`config.mk`:
```
export PLATFORM = sky130hd
export DESIGN_NAME = atr_responder
export DESIGN_NICKNAME = d
export VERILOG_FILES = /design/src/core/atr_pkg.sv /design/src/core/atr_cmd_mem.sv /design/src/core/atr_err_status.sv /design/src/core/atr_responder.sv
export VERILOG_INCLUDE_DIRS = /design/src /design/src/core
export SDC_FILE = /design/constraint.sdc
export NUM_CORES = 1
export LEC_CHECK = 0
export BUFFER_PORTS_ARGS = -buffer_cell sky130_fd_sc_hd__buf_2
export CELL_PAD_IN_SITES_DETAIL_PLACEMENT = 0
export CELL_PAD_IN_SITES_GLOBAL_PLACEMENT = 1
export CORE_MARGIN = 2
export CORE_UTILIZATION = 40
export DETAILED_ROUTE_END_ITERATION = 12
export PLACE_DENSITY = 0.75
export RECOVER_POWER = 100
export SLEW_MARGIN = 20
export SYNTH_ARGS = -nofsm -noshare
export SYNTH_HDL_FRONTEND = slang
export SYNTH_SLANG_ARGS = --single-unit
```
`constraint.sdc`:
```
create_clock -name core_clk -period 2.8 [get_ports core_clk]
set_clock_uncertainty 0.15 [all_clocks]
set_input_delay 0.14 -clock core_clk [delete_from_list [all_inputs] [get_ports core_clk]]
set_output_delay 0.14 -clock core_clk [all_outputs]
set_load 0.03 [all_outputs]
```
`src/core/atr_defines.svh`:
```
// Character codes, length limits and timing counts for the responder.
// Assumes inclusion by bare name from the status and responder files of the block.
`ifndef ATR_DEFINES_SVH
`define ATR_DEFINES_SVH

// Framing, filler and marker characters, channel letter and digit bounds
`define ATR_STX 8'h02
`define ATR_ETX 8'h03
`define ATR_BLANK 8'h20
`define ATR_CR 8'h0D
`define ATR_LF 8'h0A
`define ATR_QMARK 8'h3F
`define ATR_HASH 8'h23
`define ATR_CHR_K 8'h4B
`define ATR_CHR_0 8'h30
`define ATR_CHR_9 8'h39

// Two-letter reply codes, first letter in the upper byte
`define ATR_OFFLINE_CODE 16'h4F46
`define ATR_ABSENT_CODE 16'h4E41
`define ATR_OCCUPIED_CODE 16'h4253
`define ATR_FORMAT_CODE 16'h5345
`define ATR_VALUE_CODE 16'h4446

// Least command length, one-digit and two-digit channel, STX..ETX
`define ATR_MIN_LEN 9'h00A
`define ATR_MIN_LEN2 9'h00B
// Items longer than this many digits go behind CR LF
`define ATR_SPLIT_LEN 8'h3C

// Byte positions inside a command telegram
`define ATR_POS_ADDR 8'h01
`define ATR_POS_FC0 8'h02
`define ATR_POS_FC1 8'h03
`define ATR_POS_FC2 8'h04
`define ATR_POS_FC3 8'h05
`define ATR_POS_CH0 8'h08
`define ATR_POS_CH1 8'h09

// Response start and character gap limit, 2 s at 125 MHz
`define ATR_RESP_MS 2000
`define ATR_CLK_KHZ 125000
`define ATR_RESP_CYC (`ATR_RESP_MS * `ATR_CLK_KHZ)

`endif

```
`src/core/atr_pkg.sv`:
```
// Types shared by the telegram responder files.
// Assumes atr_defines.svh supplies all numeric constants.
package atr_pkg;

  // Response sequencer states
  typedef enum logic [2:0] {
    S_IDLE = 3'b000,
    S_ASK = 3'b001,
    S_HEAD = 3'b010,
    S_CHAN = 3'b011,
    S_CODE = 3'b100,
    S_DATA = 3'b101,
    S_ETX = 3'b110
  } atr_state_e;

  // Function code groups
  typedef enum logic [1:0] {
    CLS_CTRL = 2'b00,
    CLS_READ = 2'b01,
    CLS_WRITE = 2'b10
  } atr_class_e;

endpackage

```
`src/core/atr_cmd_mem.sv`:
```
// Command byte store; the application reads parameters from it.
// Assumes one clock; read data appear one enabled edge after the address.
module atr_cmd_mem import atr_pkg::*; #(
  parameter int DEPTH = 64,
  parameter int AW = 6
) (
  input wire logic core_clk,
  input wire logic ce,
  input wire logic wr_en,
  input wire logic [AW-1:0] wr_addr,
  input wire logic [7:0] wr_data,
  input wire logic [AW-1:0] rd_addr,
  output logic [7:0] rd_data
);

  if (DEPTH < 16 || DEPTH > (1 << AW)) begin : g_bad_depth
    $error("atr_cmd_mem: DEPTH must be 16..2**AW");
  end

  logic [7:0] mem [DEPTH];

  // No reset: contents are only meaningful below the frame length
  always_ff @(posedge core_clk) begin
    if (ce) begin
      if (wr_en) begin
        mem[wr_addr] <= wr_data;
      end
      rd_data <= mem[rd_addr];
    end
  end

endmodule

```
`src/core/atr_err_status.sv`:
```
// Error status digit: zero when clean, steps 1..9 on each change.
// Assumes err_flags come from logic on core_clk.
`include "atr_defines.svh"
module atr_err_status import atr_pkg::*; #(
  parameter int ERR_W = 8
) (
  input wire logic core_clk,
  input wire logic sys_rst,
  input wire logic ce,
  input wire logic [ERR_W-1:0] err_flags,
  output logic [7:0] status_digit
);

  logic [ERR_W-1:0] prev_r, prev_nxt;
  logic [3:0] cnt_r, cnt_nxt;

  // Count changes of the error pattern, wrap 9 back to 1
  always_comb begin
    prev_nxt = err_flags;
    cnt_nxt = cnt_r;
    if (err_flags == '0) begin
      cnt_nxt = 4'h0;
    end else if (err_flags != prev_r) begin
      cnt_nxt = (cnt_r == 4'h9) ? 4'h1 : cnt_r + 4'h1;
    end
  end

  always_ff @(posedge core_clk) begin
    if (sys_rst) begin
      prev_r <= '0;
      cnt_r <= 4'h0;
      status_digit <= `ATR_CHR_0;
    end else if (ce) begin
      prev_r <= prev_nxt;
      cnt_r <= cnt_nxt;
      status_digit <= `ATR_CHR_0 + {4'h0, cnt_nxt};
    end
  end
endmodule

```
`src/core/atr_responder.sv`:
```
// Telegram responder: frames commands, answers with echo, status, data.
// Assumes a UART outside delivers and takes bytes on core_clk.
`include "atr_defines.svh"
module atr_responder import atr_pkg::*; #(
  parameter int DATA_BITS = 8,
  parameter int MEM_DEPTH = 64,
  parameter int MEM_AW = 6,
  parameter int ERR_W = 8,
  parameter int CNT_W = 28,
  parameter logic [CNT_W-1:0] RESP_CYC = CNT_W'(`ATR_RESP_CYC)
) (
  input wire logic core_clk,
  input wire logic sys_rst,
  input wire logic ce,
  input wire logic rx_valid,
  input wire logic [7:0] rx_data,
  output logic tx_valid,
  output logic [7:0] tx_data,
  input wire logic tx_ready,
  input wire logic bus_mode,
  input wire logic [7:0] bus_addr,
  input wire logic remote_mode,
  input wire logic system_unit,
  input wire logic member_absent,
  input wire logic func_running,
  input wire logic [ERR_W-1:0] err_flags,
  output logic cmd_ready,
  output logic [31:0] cmd_func,
  output logic [15:0] cmd_chan,
  input wire logic [MEM_AW-1:0] par_addr,
  output logic [7:0] par_data,
  input wire logic verdict_valid,
  input wire logic fc_known,
  input wire logic [1:0] fc_class,
  input wire logic fc_soft_reset,
  input wire logic fmt_fault,
  input wire logic val_fault,
  output logic exec_start,
  input wire logic item_valid,
  input wire logic [7:0] item_data,
  input wire logic item_last,
  input wire logic [7:0] item_len,
  input wire logic item_missing,
  input wire logic item_limited,
  output logic item_ready,
  input wire logic data_end
);

  if (DATA_BITS != 7 && DATA_BITS != 8) begin : g_bad_bits
    $error("atr_responder: DATA_BITS must be 7 or 8");
  end
  if (RESP_CYC < 2) begin : g_bad_cyc
    $error("atr_responder: RESP_CYC too small");
  end

  function automatic logic is_digit(input logic [7:0] c);
    return c >= `ATR_CHR_0 && c <= `ATR_CHR_9;
  endfunction

  // Receive side state
  logic in_frame_r, in_frame_nxt;
  logic [7:0] len_r, len_nxt;
  logic [7:0] addr_r, addr_nxt;
  logic [31:0] fc_r, fc_nxt;
  logic [7:0] ch0_r, ch0_nxt, ch1_r, ch1_nxt;
  logic ch2_r, ch2_nxt;
  logic [7:0] rx_chr;
  logic frame_done, short_cmd, addr_ok;

  // Seven-bit characters carry no eighth bit into the parser
  assign rx_chr = (DATA_BITS == 7) ? {1'b0, rx_data[6:0]} : rx_data;
  assign frame_done = rx_valid && in_frame_r && rx_chr == `ATR_ETX;
  assign short_cmd = ({1'b0, len_r} + 9'h001 < `ATR_MIN_LEN) ||
    (ch2_r && {1'b0, len_r} + 9'h001 < `ATR_MIN_LEN2);
  assign addr_ok = !bus_mode || addr_r == bus_addr;

  // Frame parser; any STX throws away a half frame
  always_comb begin
    in_frame_nxt = in_frame_r;
    len_nxt = len_r;
    addr_nxt = addr_r;
    fc_nxt = fc_r;
    ch0_nxt = ch0_r;
    ch1_nxt = ch1_r;
    ch2_nxt = ch2_r;
    if (rx_valid && rx_chr == `ATR_STX) begin
      in_frame_nxt = 1'b1;
      len_nxt = 8'h01;
      ch0_nxt = `ATR_CHR_0;
      ch1_nxt = 8'h00;
      ch2_nxt = 1'b0;
    end else if (rx_valid && in_frame_r) begin
      if (rx_chr == `ATR_ETX) begin
        in_frame_nxt = 1'b0;
      end
      if (len_r != 8'hFF) begin
        len_nxt = len_r + 8'h01;
      end
      case (len_r)
        `ATR_POS_ADDR: addr_nxt = rx_chr;
        `ATR_POS_FC0: fc_nxt[31:24] = rx_chr;
        `ATR_POS_FC1: fc_nxt[23:16] = rx_chr;
        `ATR_POS_FC2: fc_nxt[15:8] = rx_chr;
        `ATR_POS_FC3: fc_nxt[7:0] = rx_chr;
        `ATR_POS_CH0: ch0_nxt = rx_chr;
        `ATR_POS_CH1: begin
          if (is_digit(rx_chr)) begin
            ch1_nxt = rx_chr;
            ch2_nxt = 1'b1;
          end
        end
        default: ;
      endcase
    end
  end

  always_ff @(posedge core_clk) begin
    if (sys_rst) begin
      in_frame_r <= 1'b0;
      len_r <= 8'h00;
      addr_r <= 8'h00;
      fc_r <= 32'h0;
      ch0_r <= 8'h00;
      ch1_r <= 8'h00;
      ch2_r <= 1'b0;
    end else if (ce) begin
      in_frame_r <= in_frame_nxt;
      len_r <= len_nxt;
      addr_r <= addr_nxt;
      fc_r <= fc_nxt;
      ch0_r <= ch0_nxt;
      ch1_r <= ch1_nxt;
      ch2_r <= ch2_nxt;
    end
  end

  // Response side state
  atr_state_e st_r, st_nxt;
  logic [2:0] step_r, step_nxt;
  logic unk_r, unk_nxt, chan_r, chan_nxt;
  logic [15:0] code_r, code_nxt;
  logic [7:0] raddr_r, raddr_nxt, rch0_r, rch0_nxt, rch1_r, rch1_nxt;
  logic [31:0] rfc_r, rfc_nxt;
  logic rch2_r, rch2_nxt;
  logic [CNT_W-1:0] gap_r, gap_nxt;
  logic crlf_r, crlf_nxt, mark_r, mark_nxt, drop_r, drop_nxt;
  logic tx_valid_r, tx_valid_nxt;
  logic [7:0] tx_data_r, tx_data_nxt;
  logic exec_r, exec_nxt, cmdrdy_r, cmdrdy_nxt;
  logic can, load, expired, ctlw;
  logic [7:0] chr;
  logic [7:0] status_digit;

  assign can = !tx_valid_r || tx_ready;
  assign expired = gap_r == RESP_CYC;
  assign ctlw = fc_class != CLS_READ;

  // Sequencer: head, optional channel and code, data items, ETX
  always_comb begin
    st_nxt = st_r;
    step_nxt = step_r;
    unk_nxt = unk_r;
    chan_nxt = chan_r;
    code_nxt = code_r;
    raddr_nxt = raddr_r;
    rfc_nxt = rfc_r;
    rch0_nxt = rch0_r;
    rch1_nxt = rch1_r;
    rch2_nxt = rch2_r;
    crlf_nxt = crlf_r;
    mark_nxt = mark_r;
    drop_nxt = drop_r;
    gap_nxt = expired ? gap_r : gap_r + 1'b1;
    exec_nxt = 1'b0;
    cmdrdy_nxt = 1'b0;
    item_ready = 1'b0;
    load = 1'b0;
    chr = 8'h00;
    case (st_r)
      S_IDLE: begin
        // Only a finished frame opens a response; a frame landing
        // mid-response is dropped since the master must wait
        if (frame_done && addr_ok) begin
          raddr_nxt = addr_r;
          rfc_nxt = fc_r;
          rch0_nxt = ch0_r;
          rch1_nxt = ch1_r;
          rch2_nxt = ch2_r;
          gap_nxt = '0;
          step_nxt = 3'h0;
          chan_nxt = 1'b0;
          code_nxt = 16'h0;
          unk_nxt = short_cmd;
          cmdrdy_nxt = !short_cmd;
          st_nxt = short_cmd ? S_HEAD : S_ASK;
        end
      end
      S_ASK: begin
        if (verdict_valid) begin
          st_nxt = S_HEAD;
          if (!fc_known) begin
            unk_nxt = 1'b1;
          end else if (ctlw && !remote_mode) begin
            code_nxt = `ATR_OFFLINE_CODE;
            chan_nxt = system_unit;
          end else if (ctlw && member_absent) begin
            code_nxt = `ATR_ABSENT_CODE;
            chan_nxt = 1'b1;
          end else if (fc_class == CLS_CTRL && func_running &&
                       !fc_soft_reset) begin
            code_nxt = `ATR_OCCUPIED_CODE;
            chan_nxt = system_unit;
          end else if (fmt_fault) begin
            code_nxt = `ATR_FORMAT_CODE;
          end else if (val_fault) begin
            code_nxt = `ATR_VALUE_CODE;
          end else begin
            exec_nxt = ctlw;
          end
        end else if (expired) begin
          unk_nxt = 1'b1;
          st_nxt = S_HEAD;
        end
      end
      S_HEAD: begin
        if (can) begin
          load = 1'b1;
          step_nxt = step_r + 3'h1;
          case (step_r)
            3'h0: chr = `ATR_STX;
            3'h1: chr = raddr_r;
            3'h2: chr = unk_r ? `ATR_QMARK : rfc_r[31:24];
            3'h3: chr = unk_r ? `ATR_QMARK : rfc_r[23:16];
            3'h4: chr = unk_r ? `ATR_QMARK : rfc_r[15:8];
            3'h5: chr = unk_r ? `ATR_QMARK : rfc_r[7:0];
            3'h6: chr = `ATR_BLANK;
            default: begin
              chr = status_digit;
              step_nxt = 3'h0;
              if (unk_r) begin
                st_nxt = S_ETX;
              end else if (chan_r) begin
                st_nxt = S_CHAN;
              end else if (code_r != 16'h0) begin
                st_nxt = S_CODE;
              end else begin
                st_nxt = S_DATA;
              end
            end
          endcase
        end
      end
      S_CHAN: begin
        if (can) begin
          load = 1'b1;
          step_nxt = step_r + 3'h1;
          case (step_r)
            3'h0: chr = `ATR_BLANK;
            3'h1: chr = `ATR_CHR_K;
            3'h2: chr = rch0_r;
            default: chr = rch1_r;
          endcase
          if (step_r == 3'h3 || (step_r == 3'h2 && !rch2_r)) begin
            step_nxt = 3'h0;
            st_nxt = S_CODE;
          end
        end
      end
      S_CODE: begin
        if (can) begin
          load = 1'b1;
          step_nxt = step_r + 3'h1;
          case (step_r)
            3'h0: chr = `ATR_BLANK;
            3'h1: chr = code_r[15:8];
            default: begin
              chr = code_r[7:0];
              st_nxt = S_ETX;
            end
          endcase
        end
      end
      S_DATA: begin
        if (expired) begin
          st_nxt = S_ETX;
        end else begin
          case (step_r)
            3'h0: begin
              if (data_end) begin
                st_nxt = S_ETX;
              end else if (item_valid && can) begin
                load = 1'b1;
                crlf_nxt = item_len > `ATR_SPLIT_LEN;
                chr = crlf_nxt ? `ATR_CR : `ATR_BLANK;
                mark_nxt = item_missing || item_limited;
                drop_nxt = item_missing;
                step_nxt = crlf_nxt ? 3'h1 : 3'h2;
              end
            end
            3'h1: begin
              if (can) begin
                load = 1'b1;
                chr = `ATR_LF;
                step_nxt = 3'h2;
              end
            end
            3'h2: begin
              if (!mark_r) begin
                step_nxt = 3'h3;
              end else if (can) begin
                load = 1'b1;
                chr = `ATR_HASH;
                step_nxt = 3'h3;
              end
            end
            default: begin
              // A missing reading is swallowed behind its hash
              if (item_valid && can) begin
                item_ready = ce; // No take while frozen
                load = !drop_r;
                chr = item_data;
                if (item_last) begin
                  step_nxt = 3'h0;
                end
              end
            end
          endcase
        end
      end
      S_ETX: begin
        if (can) begin
          load = 1'b1;
          chr = `ATR_ETX;
          st_nxt = S_IDLE;
        end
      end
      default: st_nxt = S_IDLE;
    endcase
  end

  // Output byte holds until the UART takes it
  always_comb begin
    tx_valid_nxt = tx_valid_r && !tx_ready;
    tx_data_nxt = tx_data_r;
    if (load) begin
      tx_valid_nxt = 1'b1;
      tx_data_nxt = chr;
    end
  end

  always_ff @(posedge core_clk) begin
    if (sys_rst) begin
      st_r <= S_IDLE;
      step_r <= 3'h0;
      unk_r <= 1'b0;
      chan_r <= 1'b0;
      code_r <= 16'h0;
      raddr_r <= 8'h00;
      rfc_r <= 32'h0;
      rch0_r <= 8'h00;
      rch1_r <= 8'h00;
      rch2_r <= 1'b0;
      gap_r <= '0;
      crlf_r <= 1'b0;
      mark_r <= 1'b0;
      drop_r <= 1'b0;
      tx_valid_r <= 1'b0;
      tx_data_r <= 8'h00;
      exec_r <= 1'b0;
      cmdrdy_r <= 1'b0;
    end else if (ce) begin
      st_r <= st_nxt;
      step_r <= step_nxt;
      unk_r <= unk_nxt;
      chan_r <= chan_nxt;
      code_r <= code_nxt;
      raddr_r <= raddr_nxt;
      rfc_r <= rfc_nxt;
      rch0_r <= rch0_nxt;
      rch1_r <= rch1_nxt;
      rch2_r <= rch2_nxt;
      gap_r <= load ? '0 : gap_nxt;
      crlf_r <= crlf_nxt;
      mark_r <= mark_nxt;
      drop_r <= drop_nxt;
      tx_valid_r <= tx_valid_nxt;
      tx_data_r <= tx_data_nxt;
      exec_r <= exec_nxt;
      cmdrdy_r <= cmdrdy_nxt;
    end
  end

  assign tx_valid = tx_valid_r;
  assign tx_data = tx_data_r;
  assign exec_start = exec_r;
  assign cmd_ready = cmdrdy_r;
  assign cmd_func = rfc_r;
  assign cmd_chan = {rch0_r, rch1_r};

  // Frame bytes kept only while idle, so parameters stay put
  atr_cmd_mem #(.DEPTH(MEM_DEPTH), .AW(MEM_AW)) u_mem (
    .core_clk(core_clk),
    .ce(ce),
    // STX lands whenever idle, even after an overlong frame
    .wr_en(rx_valid && st_r == S_IDLE &&
           (rx_chr == `ATR_STX || (in_frame_r && len_r < MEM_DEPTH))),
    .wr_addr(rx_chr == `ATR_STX ? '0 : len_r[MEM_AW-1:0]),
    .wr_data(rx_chr),
    .rd_addr(par_addr),
    .rd_data(par_data)
  );

  atr_err_status #(.ERR_W(ERR_W)) u_err (
    .core_clk(core_clk),
    .sys_rst(sys_rst),
    .ce(ce),
    .err_flags(err_flags),
    .status_digit(status_digit)
  );
endmodule

```
## Yosys cells after proc, flatten, opt, wreduce, memory -nomap -nowiden

Memory sizes are Yosys's and may differ from the RTL's. A register that Yosys moved wholly into a read port is not among the register bits.
Cells that the tools add are included.

| word-level totals | value |
|---|---|
| flip-flop bits (word level) | 208 |
| memory bits (writable) | 512 |
| logic and storage cells | 288 |
| memories kept | 1 |

Memories:

| memory | depth | bits a word | rd ports | clocked after Yosys merged registers in | write ports | line | RTL |
|---|---|---|---|---|---|---|---|
| u_mem.mem | 64 | 8 | 1 | 1 | 1 | atr_cmd_mem.sv:20 | `logic [7:0] mem [DEPTH];` |

| operators by class | value |
|---|---|
| $add $sub $neg | 6 |
| $lt $le $gt $ge | 6 |
| eq/ne operators | 50 |
| mux-type cells | 128 |
| bitwise logic cells | 3 |
| reductions and logical operators | 64 |

Operators by type and width:

| cell | number |
|---|---|
| 2-to-1 mux 8 bit | 19 |
| 2-to-1 mux 16 bit | 8 |
| 2-to-1 mux 28 bit | 4 |
| 2-to-1 mux 3 bit | 29 |
| one-hot mux 8 bit (7 select lines) | 1 |
| one-hot mux 8 bit (3 select lines) | 2 |
| 2-to-1 mux 1 bit | 42 |
| one-hot mux 8 bit (5 select lines) | 1 |
| 2-to-1 mux 6 bit | 6 |
| equality test 8 x 2 -> 1 bit (second input constant) | 4 |
| one-hot mux 16 bit (2 select lines) | 1 |
| adder 28 x 1 -> 28 bit (second input constant) | 1 |
| equality test 28 bit (second input constant) | 1 |
| AND reduction 4 bit | 6 |
| inequality test 2 bit (second input constant) | 11 |
| inequality test 3 bit (second input constant) | 7 |
| one-hot mux 3 bit (7 select lines) | 1 |
| equality test 3 bit (second input constant) | 6 |
| less-than comparator 9 x 4 -> 1 bit (second input constant) | 2 |
| AND reduction 6 bit | 3 |
| equality test 8 x 3 -> 1 bit (second input constant) | 2 |
| equality test 8 x 4 -> 1 bit (second input constant) | 2 |
| logical AND 1 bit | 16 |
| 2-to-1 mux 4 bit | 4 |
| other kinds (44) | 78 |

## Logic depth before layout (Yosys ltp)

| depth | value |
|---|---|
| depth in word-level cells | 9 |
| depth in mapped cells | 11 |
| depth with buffers taken out | 8 |

## Hierarchy

From an unflattened synthesis, not the netlist that was laid out.

| second synthesis, totals | value |
|---|---|
| cell total of the unflattened synthesis | 2177 |
| area, all modules | 29804.8 um^2 |

By module, submodules not included:

| module | times used | cells an instance | area an instance (um^2) | sequential area each (um^2) |
|---|---|---|---|---|
| atr_cmd_mem | 1 | 924 | 20070.5 | 15615.0 |
| atr_responder | 1 | 1176 | 9004.9 | 3643.5 |
| atr_err_status | 1 | 77 | 729.4 | 240.2 |

## Least setup slack after synthesis

No wires, ideal clock.

| timing | value |
|---|---|
| path type | input-to-reg |
| from | input rx_data[1] |
| to | memory u_mem.mem[53][0], enable pin |
| arrival | 2.489 ns |
| setup slack | -0.233 ns |
| stages | 8 |
| cells stage by stage | clkbuf_1 nor4b_2 and3b_1 nand2_1 a21oi_1 buf_2 nand4b_1 nor4_1 |

| on the way | value |
|---|---|
| word-level cells in the longest chain between the ends | 6 |
| elaborated cells between the ends (all ways) | 7 |
| classes of those cells | eq/ne (1); mux (4); reduce/logical (2) |

RTL lines:

| what | line | RTL |
|---|---|---|
| from (decl) | atr_responder.sv:16 | `input wire logic [7:0] rx_data,` |
| equality test 8 x 2 -> 1 bit (no line) * | - |  |
| logical OR 1 bit | atr_responder.sv:406 | `` (rx_chr == `ATR_STX \|\| (in_frame_r && len_r < MEM_DEPTH))), `` |
| logical AND 1 bit | atr_responder.sv:405 | `.wr_en(rx_valid && st_r == S_IDLE &&` |
| 2-to-1 mux 1 bit | atr_cmd_mem.sv:25 | `if (wr_en) begin` |
| 2-to-1 mux 1 bit | atr_cmd_mem.sv:24 | `if (ce) begin` |
| 2-to-1 mux 1 bit (implied by the code) | atr_cmd_mem.sv:26 | `mem[wr_addr] <= wr_data;` |
| to (decl) | atr_cmd_mem.sv:20 |  |

Mark *: on every way between the ends. The rest lies on a longest branch, timed or not.

## Worst setup path after layout

| timing | value |
|---|---|
| from | input ce |
| to | memory u_mem.mem[22][2], enable pin |

| on the way | value |
|---|---|
| word-level cells in the longest chain between the ends | 2 |

RTL lines:

| what | line | RTL |
|---|---|---|
| from (decl) | atr_responder.sv:14 | `input wire logic ce,` |
| 2-to-1 mux 1 bit | atr_cmd_mem.sv:24 |  |
| 2-to-1 mux 1 bit (implied by the code) | atr_cmd_mem.sv:26 |  |

Every way passes these cells.

==> results_dict.tcl <==
set metrics [dict create \
    cts_buffers 75 \
    timing.critical_path.arrival_ns 2.88 \
    coreArea_um2 73200 \
    fin_hold_ws_ns 0.0321 \
    worstHoldPathType "in -> reg" \
    detailroute.via_count 18851 \
    clock_tree.htree_level_count 3 \
    final.setup.worst_slack_ns 0.0847 \
    cp_common_cell "sky130_fd_sc_hd__clkbuf_2" \
    worst_path_largest_cell_delay_ns 0.52 \
    yosys-top-cells-area "sky130_fd_sc_hd__edfxtp_1 (53%), sky130_fd_sc_hd__dfxtp_1 (13%), sky130_fd_sc_hd__mux4_2 (12%)" \
    worst_skew_pair.late_latency_ns 0.63 \
    timing.critical_path.fanout_max 21 \
    report.final.hold_viol_count 0 \
    avgViaCountPerCell 5.60 \
    drc_errors 0 \
    synth_adder_area_share_pct 0.582 \
    cpMaxStageDelayCell "sky130_fd_sc_hd__dlygate4sd3_1" \
    synth_top_area_share_pct 52.6 \
    initial_core_util_pct 40.5 \
    yosys.area_share.xor_xnor_pct 1.36 \
    chipHeight_um 276 \
    grt_max_degree 117 \
    routabilityCongestion 0.906 \
    ant_nets 0 \
    combinational_family_with_the_most_area_after_synthesis "multiplexers" \
    dpl.hpwl_um 51400 \
    slew_headroom_pct -20.5 \
    cts.path.max_buffers 3 \
    synth.net_count 2105 \
    timing.setup.critical_path_class "in -> reg" \
    synth_mux_area_share_pct 14.3 \
    cp_top_family "buffers and inverters" \
    die_area_um2 76400 \
    static_leakage_nw 11.7 \
    final_layout_size_suffix_gt1_share_pct 22.3 \
    clock_sink_count 714 \
    antenna_found_initial 1 \
    dr.first_iter.drc_count 1786 \
    irDropWorstVdd_v 0.000421 \
    run_status "complete, but fails checks" \
    violations_in_the_final_reports "capacitance limit, slew limit" \
    tightest_slew_ns 1.81 \
    fin_nets 2429 \
    critical_path_source_type "primary input" \
    slew_viol_final 144 \
    syn-instance-count 2024 \
    compound_gate_fraction_of_synth_area_pct 6.06 \
    synthesis.yosys.warnings 0 \
    max_cap_viol_count 2 \
    root_buffer "sky130_fd_sc_hd__clkbuf_16" \
    grt_pass1_vias 18902 \
    worst-endpoint-required_ns 2.97 \
    clock_transition_at_path_regs_ns 0.06 \
    io-pin-count 136 \
    gr-total-overflow 0 \
    unrepaired_setup_endpoints_after_global_routing "yes" \
    final.min_clock_period_ns 2.72 \
    synth_edf_count 520 \
    rows 99 \
    synth_ff_type "sky130_fd_sc_hd__edfxtp_1" \
    max_freq_mhz 368 \
    wl_per_cell_um 23.1 \
    placement.setup.worst_slack_ns 0.151 \
    timing.critical_path.cells "dlygate4sd3_1, buf_2, buf_4, nand3_1, a21oi_1, buf_4, clkbuf_2, nand4_1, clkbuf_2, nor2_1, clkbuf_2" \
    power-per-cell-area_nw_per_um2 633 \
    placement.io_buffers 135 \
    ys_async_sr_fraction_pct 0 \
    yosys.area_share.simple_pct 10.0 \
    finalSetupViolCount 0 \
    clock_tree_from_tritoncts "built" \
    synth.ff_latch_count 714 \
    synth_area_um2 29700 \
    routed_wl_um 77700 \
    detail_route.first_pass.iterations 5 \
    insertedDiodeCount 0 \
    critical_path_capture_point_type "flip-flop" \
    layout_worst_path_cycle_share_pct 97.0 \
    first_pass_grt_wire_length_um 118000 \
    fp.dieW_um 276 \
    layout-area-overhead-vs-synth_pct 19.0 \
    critical_path_buf_inv_count 7 \
    grt.total_usage_pct 20.1 \
    synth_cell_types 76 \
    yosysSeqAreaShare_pct 65.7 \
    synth_top_cell_by_area "sky130_fd_sc_hd__edfxtp_1" \
    post_synth.cell_area_avg_um2 14.7 \
]
-- worst min-delay path, cell delays in order --
cell	delay [ns]
sky130_fd_sc_hd__buf_2	0.14
sky130_fd_sc_hd__and2_1	0.19
sky130_fd_sc_hd__nand3_1	0.09
sky130_fd_sc_hd__a211o_1	0.11
sky130_fd_sc_hd__a311oi_1	0.08
-- worst paths after layout --
path | start | to | slack (ns) | cells past startpoint
setup reg to reg | st_r[0]$_SDFFE_PP0P_ | exec_start$_SDFFE_PP0P_ | 0.10 | 7
hold reg to reg | ch1_r[4]$_SDFFE_PP0P_ | rch1_r[4]$_SDFFE_PP0P_ | 0.30 | 2
setup / recovery | ce | u_mem.mem[22][2]$_DFFE_PP_ | 0.08 | 11
hold / removal | item_valid | tx_data[2]$_SDFFE_PP0P_ | 0.03 | 5
-- synthesized netlist by cell type, types with 5 or more instances --
master / n
sky130_fd_sc_hd__a211o_1: 5
sky130_fd_sc_hd__a211oi_1: 8
sky130_fd_sc_hd__a21o_1: 7
sky130_fd_sc_hd__a21oi_1: 120
sky130_fd_sc_hd__a221oi_1: 6
sky130_fd_sc_hd__a22oi_1: 32
sky130_fd_sc_hd__a311oi_1: 8
sky130_fd_sc_hd__a31oi_1: 15
sky130_fd_sc_hd__and2_1: 9
sky130_fd_sc_hd__and3_1: 12
sky130_fd_sc_hd__buf_1: 16
sky130_fd_sc_hd__buf_2: 11
sky130_fd_sc_hd__clkbuf_1: 91
sky130_fd_sc_hd__dfxtp_1: 194
sky130_fd_sc_hd__edfxtp_1: 520
sky130_fd_sc_hd__ha_1: 13
sky130_fd_sc_hd__inv_1: 19
sky130_fd_sc_hd__mux2_2: 5
sky130_fd_sc_hd__mux2i_1: 58
sky130_fd_sc_hd__mux4_2: 160
sky130_fd_sc_hd__nand2_1: 176
sky130_fd_sc_hd__nand2b_1: 20
sky130_fd_sc_hd__nand3_1: 42
sky130_fd_sc_hd__nand3b_1: 10
sky130_fd_sc_hd__nand4_1: 26
sky130_fd_sc_hd__nor2_1: 201
sky130_fd_sc_hd__nor2_4: 22
sky130_fd_sc_hd__nor2b_1: 14
sky130_fd_sc_hd__nor3_1: 21
sky130_fd_sc_hd__nor4_1: 14
sky130_fd_sc_hd__o21ai_0: 34
sky130_fd_sc_hd__o22ai_1: 5
sky130_fd_sc_hd__o31ai_1: 5
sky130_fd_sc_hd__or3_1: 6
sky130_fd_sc_hd__xnor2_1: 17
sky130_fd_sc_hd__xor2_1: 29
-- cell type report --
class	instances	area (um^2)
fillers	6272	37900
flip-flops and latches	714	19500
multi-input cells	1169	9600
repair buffers	368	2450
clock buffers	100	2010
well taps	959	1200
clock inverters	36	444
inverters	20	75.1
-- cell usage in the layout, fill, tap and decap left out, types with 57 or more instances in the layout --
cell                              n
sky130_fd_sc_hd__nor2_1         206
sky130_fd_sc_hd__a21oi_1        120
sky130_fd_sc_hd__dfxtp_1        192
sky130_fd_sc_hd__nand2_1        176
sky130_fd_sc_hd__mux4_2         160
sky130_fd_sc_hd__edfxtp_1       520
sky130_fd_sc_hd__dlygate4sd3_1   57
sky130_fd_sc_hd__clkbuf_2        58
sky130_fd_sc_hd__buf_2           69
sky130_fd_sc_hd__clkbuf_16       76
sky130_fd_sc_hd__buf_4           75
sky130_fd_sc_hd__mux2i_1         58
sky130_fd_sc_hd__clkbuf_1       106
-- where the power goes --
group	leakage (nW)	switching [W]	internal [W]
Clock	1.19	0.00414	0.00577
Combinational	4.28	0.000608	0.000433
Sequential	6.24	0.0000220	0.0114
-- state kept, by name, indices dropped and copies added, names as in the netlist, 4 cells and up --
register	cells
rch1_r	8
u_mem.rd_data	8
len_r	8
rch0_r	8
u_err.cnt_r	4
ch0_r	8
addr_r	8
fc_r	32
code_r	10
u_mem.mem	512
cmd_func	32
ch1_r	8
raddr_r	8
gap_r	28
u_err.prev_r	8
tx_data	8
-- routing by layer --
| layer | vias to the layer above | track usage, % | share of wire, % |
|---|---|---|---|
| met4 | 0 | 5.63 | 2.4 |
| met2 | 758 | 32.6 | 48 |
| met1 | 9538 | 27.8 | 42 |
| met3 | 119 | 3.80 | 7.2 |
| li1 | 8436 | - | - |
| met5 | - | 0 | 0 |
-- logic make-up (layout without fill, tap and decap cells) --
kind of cell | after synthesis | after routing
flip-flops | 714 | 714
AO/OA/AOI/OAI | 283 | 283
multiplexers | 223 | 223
adder cells (fa/ha/maj) | 14 | 14
AND/OR/NAND/NOR | 603 | 603
XOR/XNOR | 46 | 46
buffers and inverters | 141 | 524
-- metrics by stage --
| step | area (um^2) | util [%] | setup TNS, ns | instances | total power, W |
|---|---|---|---|---|---|
| 3_5_place_dp | 32600 | 44.5 | 0 | 3169 | 0.0126 |
| 2_1_floorplan | 29700 | - | -0.0477 | 2024 | 0.0121 |
| 6_report | 35300 | 48.2 | 0 | 3366 | 0.0223 |
| 3_3_place_gp | 32600 | 44.5 | 0 | 3169 | 0.0126 |
| 4_1_cts | 35700 | 48.7 | 0 | 3366 | 0.0225 |
| 5_1_grt | 35300 | 48.2 | -0.0268 | 3366 | 0.0230 |
-- timing repair --
action,CTS,global route
pin swaps,2,5
resized for setup,5,16
hold buffers,57,0
endpoints found under the hold margin,58,0
setup buffers,4,0
endpoints found under the setup margin,1,9
cloned,0,0
Power figures use the tool's default switching activity.
